==> config.mk <==
export PLATFORM = sky130hd
export DESIGN_NAME = rpos_top
export DESIGN_NICKNAME = d
export VERILOG_FILES = /design/src/rtl/rpos_pkg.sv /design/src/rtl/rpos_shape_if.sv /design/src/rtl/rpos_shaper.sv /design/src/rtl/rpos_top.sv
export VERILOG_INCLUDE_DIRS = /design/src /design/src/rtl
export SDC_FILE = /design/constraint.sdc
export NUM_CORES = 1
export LEC_CHECK = 0
export BUFFER_PORTS_ARGS = -buffer_cell sky130_fd_sc_hd__clkbuf_2
export CORE_UTILIZATION = 57
export CTS_CLUSTER_SIZE = 25
export DETAILED_ROUTE_END_ITERATION = 8
export PLACE_DENSITY = 0.86
export RECOVER_POWER = 25
export SLEW_MARGIN = 30
export SYNTH_ARGS = -nofsm -noshare
export SYNTH_HDL_FRONTEND = slang
export SYNTH_SLANG_ARGS = --single-unit
export TNS_END_PERCENT = 50
==> constraint.sdc <==
create_clock -name aclk -period 2.7 [get_ports aclk]
set_input_delay 0.27 -clock aclk [delete_from_list [all_inputs] [get_ports aclk]]
set_output_delay 0.27 -clock aclk [all_outputs]
set_load 0.05 [all_outputs]
==> src/rtl/rpos_params.svh <==
// Purpose: register map, field positions and reset values
// Assumes: 16-bit byte addresses on a 32-bit register bus
// Notes: definitions only
`ifndef RPOS_PARAMS_SVH
`define RPOS_PARAMS_SVH
`define RPOS_A_SHAPE0   16'hffb8
`define RPOS_A_SHAPE1   16'hffbc
`define RPOS_A_PCTL0    16'hff80
`define RPOS_A_PCTL1    16'hff84
`define RPOS_A_SEL0     16'hff88
`define RPOS_A_SEL1     16'hff8c
`define RPOS_A_BUFH0    16'hff90
`define RPOS_A_BUFL0    16'hff94
`define RPOS_A_BUFH1    16'hff98
`define RPOS_A_BUFL1    16'hff9c
`define RPOS_A_DIR3     16'hffa0
`define RPOS_A_LAT3     16'hffa4
`define RPOS_A_PINS     16'hffa8
`define RPOS_B_SEL      7
`define RPOS_B_PEVEN    6
`define RPOS_B_PODD     5
`define RPOS_B_INV      4
`define RPOS_B_OE       7
`define RPOS_B_EDGE     6
`define RPOS_B_WIDTH    5
`define RPOS_B_EXT      4
`define RPOS_M_SHAPE    8'hf0
`define RPOS_M_PCTL0    8'hf0
`define RPOS_M_PCTL1    8'ha0
`define RPOS_M_SEL1     8'h3f
`define RPOS_M_NIB      8'h0f
`define RPOS_M_BUFH1    8'h03
`define RPOS_M_EVEN     8'h15
`define RPOS_M_ODD      8'h2a
`define RPOS_R_ZERO     8'h00
`define RPOS_R_DIR3     8'hff
`define RPOS_RESP_OK    2'h0
`define RPOS_RESP_ERR   2'h2
`endif

==> src/rtl/rpos_pkg.sv <==
// Purpose: shared types of the pattern output shaper
// Assumes: nothing
// Notes: constants live in rpos_params.svh
package rpos_pkg;
	typedef logic [7:0] rpos_byte_t;
	typedef enum logic [1:0] {
		RPOS_SPLIT_BA = 2'h0,
		RPOS_SPLIT_AE = 2'h1,
		RPOS_BYTE_A   = 2'h2,
		RPOS_BYTE_E   = 2'h3
	} rpos_trig_t;
endpackage

==> src/rtl/rpos_shape_if.sv <==
// Purpose: carries one channel's shaping inputs and result
// Assumes: one instance per channel
// Notes: n is the pin count of the channel
`timescale 1ns/1ns
interface rpos_shape_if #(parameter int N = 8);
	logic         dcen;
	logic         inv;
	logic [N-1:0] pwm_on;
	logic [N-1:0] rt;
	logic [N-1:0] src;
	logic [N-1:0] bypass;
	logic [N-1:0] shaped;
	modport ctrl   (output dcen, inv, pwm_on, rt, src, bypass, input shaped);
	modport shaper (input dcen, inv, pwm_on, rt, src, bypass, output shaped);
endinterface

==> src/rtl/rpos_shaper.sv <==
// Purpose: per-pin inversion and pwm modulation of a pattern
// Assumes: rt already gated by enable and bit select
// Notes: purely combinational; pwm source passes straight through
`timescale 1ns/1ns
module rpos_shaper
	import rpos_pkg::*;
#(
	parameter int N = 8
)(
	rpos_shape_if.shaper s
);
	always_comb
	begin
		for (int i = 0; i < N; i++)
		begin
			if (!s.dcen)
				s.shaped[i] = s.bypass[i];
			else if (s.pwm_on[i])
				s.shaped[i] = s.rt[i] ? ~s.inv : s.src[i];
			else
				s.shaped[i] = s.rt[i] ^ s.inv;
		end
	end
endmodule

==> src/rtl/rpos_top.sv <==
// Purpose: real-time pattern output port with output shaping
// Assumes: trigger inputs are one-cycle strobes on aclk
// Notes: registers over axi4-lite, one byte per word
//
// Decided for this implementation: the AXI4-Lite interface to the registers.
`timescale 1ns/1ns
`include "rpos_params.svh"
module rpos_top
	import rpos_pkg::*;
(
	input  wire logic        aclk,
	input  wire logic        aresetn,
	input  wire logic [15:0] awaddr,
	input  wire logic        awvalid,
	output logic             awready,
	input  wire logic [31:0] wdata,
	input  wire logic [3:0]  wstrb,
	input  wire logic        wvalid,
	output logic             wready,
	output logic [1:0]       bresp,
	output logic             bvalid,
	input  wire logic        bready,
	input  wire logic [15:0] araddr,
	input  wire logic        arvalid,
	output logic             arready,
	output logic [31:0]      rdata,
	output logic [1:0]       rresp,
	output logic             rvalid,
	input  wire logic        rready,
	input  wire logic [7:0]  pattern_in,
	output logic [7:0]       pattern_out_pins,
	output logic [7:0]       pattern_oe_n,
	output logic [5:0]       inverter_timer_pins,
	input  wire logic [5:0]  inverter_timer_in,
	input  wire logic        pwm_source_timer_out,
	input  wire logic        compare_event_a,
	input  wire logic        compare_event_b,
	input  wire logic        compare_event_c,
	input  wire logic        ext_edge_event
);
	rpos_byte_t output_shaping_control_0;
	rpos_byte_t output_shaping_control_1;
	rpos_byte_t rt_port_control_0;
	rpos_byte_t rt_port_control_1;
	rpos_byte_t rt_bit_select_0;
	rpos_byte_t rt_bit_select_1;
	rpos_byte_t rt_buffer_high_0;
	rpos_byte_t rt_buffer_low_0;
	rpos_byte_t rt_buffer_high_1;
	rpos_byte_t rt_buffer_low_1;
	rpos_byte_t pin_direction_3;
	rpos_byte_t pin_latch_3;
	rpos_byte_t out_latch_0;
	logic [5:0] out_latch_1;
	rpos_byte_t pin_s1;
	rpos_byte_t pin_s2;
	rpos_byte_t pin_s3;
	rpos_byte_t pin_level;
	logic       wr_go;
	logic       wr_en;
	logic       wr_bad;
	rpos_byte_t wr_byte;
	rpos_byte_t next_rd;
	logic       next_rd_bad;
	rpos_trig_t trig_mode;
	logic       trig_hi;
	logic       trig_lo;
	logic       oe0;
	logic       oe1;
	rpos_byte_t pwm_on_1;

	rpos_shape_if #(.N(8)) sh0 ();
	rpos_shape_if #(.N(6)) sh1 ();

	// write channel: address and data are taken together, one write in flight
	assign wr_go   = awvalid && wvalid && !bvalid;
	assign awready = wr_go;
	assign wready  = wr_go;
	assign wr_en   = wr_go && wstrb[0];
	assign wr_byte = wdata[7:0];
	assign arready = !rvalid;

	always_comb
	begin
		case (awaddr)
			`RPOS_A_SHAPE0, `RPOS_A_SHAPE1, `RPOS_A_PCTL0, `RPOS_A_PCTL1,
			`RPOS_A_SEL0, `RPOS_A_SEL1, `RPOS_A_BUFH0, `RPOS_A_BUFL0,
			`RPOS_A_BUFH1, `RPOS_A_BUFL1, `RPOS_A_DIR3, `RPOS_A_LAT3,
			`RPOS_A_PINS: wr_bad = 1'b0;
			default:      wr_bad = 1'b1;
		endcase
	end

	always_ff @(posedge aclk)
	begin
		if (!aresetn)
		begin
			bvalid <= 1'b0;
			bresp  <= `RPOS_RESP_OK;
		end
		else if (wr_go)
		begin
			bvalid <= 1'b1;
			bresp  <= wr_bad ? `RPOS_RESP_ERR : `RPOS_RESP_OK;
		end
		else if (bready)
			bvalid <= 1'b0;
	end

	// shaping controls; low nibble is hardwired zero
	always_ff @(posedge aclk)
	begin
		if (!aresetn)
		begin
			output_shaping_control_0 <= `RPOS_R_ZERO;
			output_shaping_control_1 <= `RPOS_R_ZERO;
		end
		else if (wr_en)
		begin
			if (awaddr == `RPOS_A_SHAPE0)
				output_shaping_control_0 <= wr_byte & `RPOS_M_SHAPE;
			if (awaddr == `RPOS_A_SHAPE1)
				output_shaping_control_1 <= wr_byte & `RPOS_M_SHAPE;
		end
	end

	always_ff @(posedge aclk)
	begin
		if (!aresetn)
		begin
			rt_port_control_0 <= `RPOS_R_ZERO;
			rt_port_control_1 <= `RPOS_R_ZERO;
			rt_bit_select_0   <= `RPOS_R_ZERO;
			rt_bit_select_1   <= `RPOS_R_ZERO;
		end
		else if (wr_en)
		begin
			if (awaddr == `RPOS_A_PCTL0)
				rt_port_control_0 <= wr_byte & `RPOS_M_PCTL0;
			if (awaddr == `RPOS_A_PCTL1)
				rt_port_control_1 <= wr_byte & `RPOS_M_PCTL1;
			if (awaddr == `RPOS_A_SEL0)
				rt_bit_select_0 <= wr_byte;
			if (awaddr == `RPOS_A_SEL1)
				rt_bit_select_1 <= wr_byte & `RPOS_M_SEL1;
		end
	end

	always_ff @(posedge aclk)
	begin
		if (!aresetn)
		begin
			rt_buffer_high_0 <= `RPOS_R_ZERO;
			rt_buffer_low_0  <= `RPOS_R_ZERO;
			rt_buffer_high_1 <= `RPOS_R_ZERO;
			rt_buffer_low_1  <= `RPOS_R_ZERO;
		end
		else if (wr_en)
		begin
			if (awaddr == `RPOS_A_BUFH0)
				rt_buffer_high_0 <= wr_byte & `RPOS_M_NIB;
			if (awaddr == `RPOS_A_BUFL0)
				rt_buffer_low_0 <= wr_byte & `RPOS_M_NIB;
			if (awaddr == `RPOS_A_BUFH1)
				rt_buffer_high_1 <= wr_byte & `RPOS_M_BUFH1;
			if (awaddr == `RPOS_A_BUFL1)
				rt_buffer_low_1 <= wr_byte & `RPOS_M_NIB;
		end
	end

	// port direction resets to all inputs so nothing is driven before setup
	always_ff @(posedge aclk)
	begin
		if (!aresetn)
		begin
			pin_direction_3 <= `RPOS_R_DIR3;
			pin_latch_3     <= `RPOS_R_ZERO;
		end
		else if (wr_en)
		begin
			if (awaddr == `RPOS_A_DIR3)
				pin_direction_3 <= wr_byte;
			if (awaddr == `RPOS_A_LAT3)
				pin_latch_3 <= wr_byte;
		end
	end

	// read channel, registered answer one cycle after arvalid is taken
	always_comb
	begin
		next_rd_bad = 1'b0;
		case (araddr)
			`RPOS_A_SHAPE0: next_rd = output_shaping_control_0;
			`RPOS_A_SHAPE1: next_rd = output_shaping_control_1;
			`RPOS_A_PCTL0:  next_rd = rt_port_control_0;
			`RPOS_A_PCTL1:  next_rd = rt_port_control_1;
			`RPOS_A_SEL0:   next_rd = rt_bit_select_0;
			`RPOS_A_SEL1:   next_rd = rt_bit_select_1;
			`RPOS_A_BUFH0:  next_rd = rt_buffer_high_0 & {4'h0, rt_bit_select_0[7:4]};
			`RPOS_A_BUFL0:  next_rd = rt_buffer_low_0 & {4'h0, rt_bit_select_0[3:0]};
			`RPOS_A_BUFH1:  next_rd = rt_buffer_high_1 & {6'h00, rt_bit_select_1[5:4]};
			`RPOS_A_BUFL1:  next_rd = rt_buffer_low_1 & {4'h0, rt_bit_select_1[3:0]};
			`RPOS_A_DIR3:   next_rd = pin_direction_3;
			`RPOS_A_LAT3:   next_rd = pin_latch_3;
			`RPOS_A_PINS:   next_rd = pin_level;
			default:
			begin
				next_rd     = `RPOS_R_ZERO;
				next_rd_bad = 1'b1;
			end
		endcase
	end

	always_ff @(posedge aclk)
	begin
		if (!aresetn)
		begin
			rvalid <= 1'b0;
			rdata  <= 32'h0;
			rresp  <= `RPOS_RESP_OK;
		end
		else if (arvalid && !rvalid)
		begin
			rvalid <= 1'b1;
			rdata  <= {24'h0, next_rd};
			rresp  <= next_rd_bad ? `RPOS_RESP_ERR : `RPOS_RESP_OK;
		end
		else if (rready)
			rvalid <= 1'b0;
	end

	// pin readback: a level counts once the second and third stages agree
	always_ff @(posedge aclk)
	begin
		if (!aresetn)
		begin
			pin_s1    <= `RPOS_R_ZERO;
			pin_s2    <= `RPOS_R_ZERO;
			pin_s3    <= `RPOS_R_ZERO;
			pin_level <= `RPOS_R_ZERO;
		end
		else
		begin
			pin_s1 <= pattern_in;
			pin_s2 <= pin_s1;
			pin_s3 <= pin_s2;
			for (int i = 0; i < 8; i++)
				if (pin_s2[i] == pin_s3[i])
					pin_level[i] <= pin_s3[i];
		end
	end

	// trigger selection for channel 0
	assign oe0       = rt_port_control_0[`RPOS_B_OE];
	assign oe1       = rt_port_control_1[`RPOS_B_OE];
	assign trig_mode = rpos_trig_t'({rt_port_control_0[`RPOS_B_WIDTH],
	                                 rt_port_control_0[`RPOS_B_EXT]});

	always_comb
	begin
		case (trig_mode)
			RPOS_SPLIT_BA:
			begin
				trig_hi = compare_event_b;
				trig_lo = compare_event_a;
			end
			RPOS_SPLIT_AE:
			begin
				trig_hi = compare_event_a;
				trig_lo = ext_edge_event;
			end
			RPOS_BYTE_A:
			begin
				trig_hi = compare_event_a;
				trig_lo = compare_event_a;
			end
			RPOS_BYTE_E:
			begin
				trig_hi = ext_edge_event;
				trig_lo = ext_edge_event;
			end
			default:
			begin
				trig_hi = 1'b0;
				trig_lo = 1'b0;
			end
		endcase
	end

	// a buffer written in the trigger cycle is not yet seen by that trigger
	always_ff @(posedge aclk)
	begin
		if (!aresetn)
			out_latch_0 <= `RPOS_R_ZERO;
		else if (oe0)
		begin
			if (trig_hi)
				out_latch_0[7:4] <= rt_buffer_high_0[3:0];
			if (trig_lo)
				out_latch_0[3:0] <= rt_buffer_low_0[3:0];
		end
	end

	always_ff @(posedge aclk)
	begin
		if (!aresetn)
			out_latch_1 <= 6'h00;
		else if (oe1 && compare_event_c)
		begin
			out_latch_1[3:0] <= rt_buffer_low_1[3:0];
			if (rt_port_control_1[`RPOS_B_WIDTH])
				out_latch_1[5:4] <= rt_buffer_high_1[1:0];
		end
	end

	// channel 0 shaping; pwm exists only on pins 0 to 5
	assign sh0.dcen   = output_shaping_control_0[`RPOS_B_SEL];
	assign sh0.inv    = output_shaping_control_0[`RPOS_B_INV];
	assign sh0.pwm_on = (output_shaping_control_0[`RPOS_B_PEVEN] ? `RPOS_M_EVEN : 8'h00)
	                  | (output_shaping_control_0[`RPOS_B_PODD] ? `RPOS_M_ODD : 8'h00);
	assign sh0.rt     = out_latch_0 & rt_bit_select_0 & {8{oe0}};
	assign sh0.src    = {8{pwm_source_timer_out}};
	assign sh0.bypass = sh0.rt;

	rpos_shaper #(.N(8)) u_shape0 (.s(sh0.shaper));

	// channel 1 shaping
	assign sh1.dcen   = output_shaping_control_1[`RPOS_B_SEL];
	assign sh1.inv    = output_shaping_control_1[`RPOS_B_INV];
	// built at byte width so the shared pin masks apply, then cut to six pins
	assign pwm_on_1   = (output_shaping_control_1[`RPOS_B_PEVEN] ? `RPOS_M_EVEN : 8'h00)
	                  | (output_shaping_control_1[`RPOS_B_PODD] ? `RPOS_M_ODD : 8'h00);
	assign sh1.pwm_on = pwm_on_1[5:0];
	assign sh1.rt     = out_latch_1 & rt_bit_select_1[5:0] & {6{oe1}};
	assign sh1.src    = inverter_timer_in;
	assign sh1.bypass = inverter_timer_in;

	rpos_shaper #(.N(6)) u_shape1 (.s(sh1.shaper));

	// pin drivers: latch ored with pattern, direction turns the driver off
	assign pattern_out_pins    = pin_latch_3 | sh0.shaped;
	assign pattern_oe_n        = pin_direction_3;
	assign inverter_timer_pins = sh1.shaped;
endmodule

==> results of run 1 <==
## cell families after synthesis
family / Yosys count / synth area share [%]
buffers and inverters: 67 / 6.54
AO/OA/AOI/OAI: 97 / 12.1
flip-flops: 116 / 40.3
multiplexers: 73 / 12.7
AND/OR/NAND/NOR: 250 / 27.1
other: 1 / 0.0651
XOR/XNOR: 3 / 0.456
adder cells (fa/ha/maj): 3 / 0.652
## layer usage
metal	track usage [%]	part of all wire, %
met1	36.4	40
met2	53.2	49
met3	6.51	6.8
met4	17.6	4.6
met5	0	0
## how the worst max path moves through the flow
stage	slack (ns)	cells after the start	endpoint
after floorplan	0.73	5	rt_port_control_0[4]
after global placement	0.47	6	rdata[3]
after detailed placement	0.41	6	rdata[2]
after CTS	0.42	5	inverter_timer_pins[2]
after global routing	0.25	5	inverter_timer_pins[2]
final	0.40	5	inverter_timer_pins[2]
## worst min-delay path: cells and delay by family
family,cells,cell delay [ns]
compound gates,1,0.10
buf+inv,1,0.08
simple gates,1,0.05
## metrics by stage
| step | total power [mW] | cells | hold slack, ns |
|---|---|---|---|
| floorplan | 2.04 | 635 | 0.397 |
| global placement | 2.10 | 821 | 0.413 |
| detailed placement | 2.11 | 821 | 0.423 |
| CTS | 4.31 | 862 | 0.0117 |
| global route | 4.43 | 862 | 0.0191 |
| finish | 4.31 | 862 | 0.0197 |
## sequential cells by signal (all words and copies together) (netlist names)
register / cells
rt_buffer_low_1: 4
output_shaping_control_1: 4
rt_buffer_low_0: 4
rt_bit_select_1: 6
rt_buffer_high_1: 2
pin_latch_3: 8
rt_port_control_0: 4
rt_bit_select_0: 8
pin_s2: 8
out_latch_0: 8
pattern_oe_n: 8
bvalid: 1
output_shaping_control_0: 4
pin_s1: 8
bresp: 1
rresp: 1
pin_s3: 8
out_latch_1: 6
rt_port_control_1: 2
rdata: 8
rt_buffer_high_0: 4
rvalid: 1
pin_level: 8
## cells in the final DEF, fill, tap and decap left out, types with 5 or more instances in the layout
master	count
o211ai_1	8
inv_6	6
a211o_1	6
and2_1	19
a21o_1	6
conb_1	26
a222oi_1	7
nand3_1	34
and2_0	10
dlygate4sd3_1	9
clkbuf_16	16
dfxtp_1	116
a21boi_0	14
nand4_1	6
clkbuf_2	101
inv_1	10
nor3_1	5
a21oi_1	11
nor2b_1	71
nand2_1	39
nand2b_1	8
nand3b_1	5
o21ai_0	13
nor4_1	5
nor2_1	17
mux2i_1	71
nor4_2	5
## power breakdown
group	switching, mW	internal, mW
Combinational	0.242	0.103
Sequential	0.00904	1.73
Clock	0.886	1.34
## cell type report
cell class / instances / area [sq um]
Tap cell: 133 / 166
Sequential cell: 116 / 2320
Inverter: 11 / 41.3
Fill cell: 727 / 2860
Clock inverter: 15 / 171
Multi-Input combinational cell: 452 / 3160
Clock buffer: 17 / 414
Timing Repair Buffer: 118 / 641
==> impl_metrics.tcl, run 1 <==
set metrics [dict create \
    grt_pass1_wl_um 24500 \
    port_buffers 103 \
    post-cts-setup-buffers 0 \
    antenna_found_initial 0 \
    grt_start_max_net_pins 48 \
    wl_per_cell_um 18.4 \
    io_pins 157 \
    syn_inst 610 \
    place_ws_ns 0.409 \
    crit_buf_inv 1 \
    avgSynthCellArea_sq_um 9.45 \
    syn2layout_area_growth_pct 20.0 \
    gp_congestion 0.936 \
    cts_buffers 17 \
    setup_ws_ns 0.398 \
    drt_iter0_drc 389 \
    slew_headroom_pct -6.38 \
    synth_edf_count 0 \
    clk_latency_ns 0.52 \
    max_clock_freq_mhz 434 \
    grt_pass1_vias 4859 \
    finalCriticalPeriod_ns 2.30 \
    yosys_warnings 0 \
    crit_fanout 14 \
    synth.area.top_cells "dfxtp_1 (40%), mux2i_1 (12%), nor2b_1 (7.7%), buf_4 (3.6%), and2_1 (3.1%)" \
    worstSetupEndpointType "output port" \
    die_w_um 103 \
    status "finished, violations left" \
    final_hold_viol_count 0 \
    r2r-end "rt_buffer_low_0[1]" \
    avgViaCountPerCell 5.92 \
    cp.required_ns 2.43 \
    failed_checks "capacitance limit, slew limit" \
    synth-seq-cells 116 \
    reg2reg_depth 5 \
    grt_util_all_layers_pct 31.2 \
    drive_above_1_share_pct 21.5 \
    path_clk_slew_ns 0.06 \
    peakVddDrop_mv 0.398 \
    crit_slowest_cell "dfxtp_1" \
    cts_tree "built" \
    final-max-slew-violation-count 48 \
    initial_core_util_pct 58.9 \
    whs_endpoint "rvalid" \
    synth_area_sq_um 5760 \
    synth_cell_types 67 \
    ys_async_sr_fraction_pct 0 \
    ys_seq_area_share_pct 40.3 \
    rsz0062_at_grt "false" \
    setup_tns_ns 0 \
    postCtsResizedCells 0 \
    power_density_nw_per_um2 623 \
    min_path_type "primary input to flop" \
    ant_nets 0 \
    die_height_um 103 \
    clockBufferDepth 2 \
    reg2reg_from "bvalid" \
    remaining_drc_errors 0 \
    diodes 0 \
    finalCritPeriodShare_pct 85.3 \
    worst_pin_slew_ns 1.60 \
    die_area_sq_um 10500 \
    cts-htree-levels 4 \
    yosysTopAreaCell "dfxtp_1" \
    place_area_sq_um 6250 \
    place_hpwl_um 11000 \
    cts_num_sinks 116 \
    worstPathCellList "nand3_1 > nor2b_1 > a21oi_1 > o211ai_1 > clkbuf_2" \
    core-area_sq_um 9770 \
    synth-main-ff-cell "dfxtp_1" \
    drv_cap 1 \
    via_count 5105 \
    synth.top_cells.by_count "dfxtp_1 (116), mux2i_1 (71), nor2b_1 (71)" \
    min-delay-start "rready" \
    fin_area_sq_um 6910 \
    utilization_pct 70.7 \
    hold_depth 3 \
    cp-start-kind "flop" \
    critical-path-top-delay-family "flip-flops" \
    finClkSkew_ns 0.00872 \
    first_pass_iters 6 \
    worst-r2r-setup-slack_ns 0.60 \
    arrival_ns 2.03 \
    critPathKind "flop to output port" \
    overflow 0 \
    clockRootBuffer "clkbuf_8" \
    postCtsHoldBufs 9 \
    finalSetupViolCount 0 \
    row_count 36 \
    yosysMostFrequentCell "dfxtp_1" \
    final_nets 813 \
    slowest_delay_ns 0.62 \
    cp-startpoint "rt_port_control_1[7]" \
    p_leak_nw 3.07 \
    wl_um 15800 \
    synth_top_area_share_pct 40.3 \
]
No activity file was read; power rests on OpenSTA's default activity.
==> run 2: changes to the inputs <==
Settings changed: ABC_AREA from default to 1, PLACE_DENSITY 0.86 to 0.85.
==> run 2 against run 1 <==
- the flow now finishes without violations
- cell area rose by 3.3%
- combinational power is essentially flat
- first-iteration DRC count grew 28%
- clock power grew 12%
- flip-flop and latch count unchanged
- cell count rose by 29%
- worst setup slack got worse by 0.14 ns
- core utilization is 1.3 points higher
- critical endpoint is now pattern_out_pins[4]
==> impl_metrics.tcl, run 2 <==
set metrics [dict create \
    status "completed" \
    cts_tree "built" \
    avgSynthCellArea_sq_um 6.89 \
    final_nets 1065 \
    yosysTopAreaCell "dfxtp_1" \
    io_pins 157 \
    grt_pass1_wl_um 26300 \
    synth-seq-cells 116 \
    cp-start-kind "flop" \
    synth-main-ff-cell "dfxtp_1" \
    die_area_sq_um 10800 \
    critPathKind "flop to output port" \
    ant_nets 0 \
    place_hpwl_um 11100 \
    final-max-slew-violation-count 0 \
    via_count 6011 \
    slowest_delay_ns 0.49 \
    wl_per_cell_um 14.6 \
    arrival_ns 2.18 \
    port_buffers 103 \
    diodes 0 \
    setup_ws_ns 0.254 \
    first_pass_iters 5 \
    swShare_pct 25.0 \
    min_path_type "primary input to flop" \
    finalCriticalPeriod_ns 2.45 \
    path_clk_slew_ns 0.06 \
    post-cts-setup-buffers 0 \
    crit_buf_inv 1 \
    drv_cap 0 \
    synth.top_cells.by_count "nand2_1 (177), inv_1 (123), dfxtp_1 (116)" \
    power_mw 4.58 \
    syn_inst 860 \
    avgViaCountPerCell 5.40 \
    synth_cell_types 37 \
    finClkSkew_ns 0.00790 \
    clockRootBuffer "clkbuf_8" \
    finalCritPeriodShare_pct 90.6 \
    worstPathCellList "nand2_1 > o21ai_0 > nand2_1 > o211ai_1 > clkbuf_2" \
    row_count 36 \
    remaining_drc_errors 0 \
    synth_top_area_share_pct 39.2 \
    synth_area_sq_um 5930 \
    synth_edf_count 0 \
    intPower_mw 3.43 \
    multi_input_area_sq_um 2880 \
    slew_headroom_pct 56.5 \
    core-area_sq_um 9910 \
    ys_seq_area_share_pct 39.2 \
    clk_latency_ns 0.52 \
    p_comb_share_pct 7.5 \
    place_ws_ns 0.717 \
    seq_power_share_pct 38.0 \
    gp_congestion 0.979 \
    setup_tns_ns 0 \
    fill_cells 784 \
    finalSetupViolCount 0 \
    p_leak_nw 3.23 \
    max_clock_freq_mhz 409 \
    worst_pin_slew_ns 0.652 \
    ys_async_sr_fraction_pct 0 \
    layout_common_cells "nand2_1 (177), inv_1 (123), dfxtp_1 (116)" \
    drt_iter0_drc 497 \
    yosysMostFrequentCell "nand2_1" \
    mostFrequentLayoutCell "nand2_1" \
    crit_slowest_cell "o21ai_0" \
    wl_um 16200 \
    ff_latch_area_sq_um 2320 \
    worstSetupEndpointType "output port" \
    cp.required_ns 2.43 \
    antenna_found_initial 0 \
    critical-path-top-delay-family "compound AO/OA/AOI/OAI gates" \
    yosys_warnings 0 \
    final_hold_viol_count 0 \
    die_height_um 104 \
    pwr-share-clk_pct 54.5 \
    syn2layout_area_growth_pct 20.5 \
    grt_pass1_vias 5521 \
    drive_above_1_share_pct 18.5 \
    crit_fanout 5 \
    cts-htree-levels 4 \
    power_density_nw_per_um2 641 \
    switchingPower_mw 1.14 \
    peakVddDrop_mv 0.477 \
    rsz0062_at_grt "false" \
    cts_num_sinks 116 \
    die_w_um 104 \
    cts_buffers 17 \
    initial_core_util_pct 59.8 \
    grt_start_max_net_pins 108 \
    crit_path_frequent_cell "nand2_1" \
    clockBufferDepth 2 \
    grt_util_all_layers_pct 30.8 \
    overflow 0 \
    synth.area.top_cells "dfxtp_1 (39%), nand2_1 (11%), inv_1 (7.8%), o21ai_0 (7.3%), a21oi_1 (7.2%)" \
]
[run 2: changes by cell type in the layout (fill, tap and decap cells not counted), moves of 14 or more]
cell      previous run  this run
a21boi_0            14         0
a21oi_1             11        85
and2_1              19         0
inv_1               10       123
mux2i_1             71         0
nand2_1             39       177
nand3_1             34        61
nor2_1              17        59
nor2b_1             71         0
o21ai_0             13        87
[run 2: final timing paths]
| check | startpoint | end | slack (ns) | depth (start not counted) |
|---|---|---|---|---|
| worst max-delay path | output_shaping_control_0[7] | pattern_out_pins[4] | 0.25 | 5 |
| worst min register to register | pin_s1[1] | pin_s2[1] | 0.42 | 2 |
| worst min-delay path | rready | rvalid | 0.06 | 3 |
| worst max register to register | bvalid | pin_latch_3[1] | 0.75 | 6 |
[run 2: what timing repair did]
item                                   4_1_cts  5_1_grt
endpoints found under the hold margin        9        0
gates resized for setup                      0        0
hold buffers                                 9        0
[run 2: cells by family (layout without fill, tap and decap cells)]
family / count (synthesis) / after routing / synth area share [%]
AO/OA/AOI/OAI: 215 / 215 / 19.7
buffers and inverters: 179 / 275 / 13.8
other: 1 / 26 / 0.0633
AND/OR/NAND/NOR: 346 / 346 / 26.6
adder cells (fa/ha/maj): 3 / 3 / 0.633
flip-flops: 116 / 116 / 39.2
[run 2: final cells by class]
class	count	share of cell area [%]
Clock inverter	15	3.33
Clock buffer	17	5.80
Multi-Input combinational cell	590	40.3
Timing Repair Buffer	115	8.95
Tap cell	133	2.33
Sequential cell	116	32.5
Inverter	128	6.73
[run 2: through the flow]
step	area (sq um)	instances	hold slack, ns	utilization [%]
global placement	6400	1073	0.393	64.6
detailed placement	6400	1073	0.398	64.6
floorplan	6020	885	0.368	-
finish	7140	1114	0.0624	72.1
global route	7140	1114	0.0796	72.1
CTS	7140	1114	0.0551	72.1
[run 2: layer usage]
metal	wire, um	up-vias	part of all wire [%]	global-route usage (%)
li1	-	2959	-	-
met1	6590	2693	41	38.0
met2	7590	307	47	50.6
met3	1550	52	9.6	8.71
met4	481	0	3.0	11.9
met5	0	-	0	0
[run 2: power by group through the flow]
stage / sequential (mW) / clock, mW / combinational [mW]
3_3_place_gp: 1.78 / 0 / 0.323
4_1_cts: 1.74 / 2.49 / 0.340
5_1_grt: 1.74 / 2.58 / 0.371
2_1_floorplan: 1.79 / 0 / 0.244
6_report: 1.74 / 2.49 / 0.344
3_5_place_dp: 1.78 / 0 / 0.328
[run 2: worst register-to-register path: cells and delay by family, from the launching register on]
kind | cells | cell delay, ns
buf+inv | 1 | 0.23
simple gates | 3 | 0.82
flops | 1 | 0.33
compound gates | 2 | 0.44
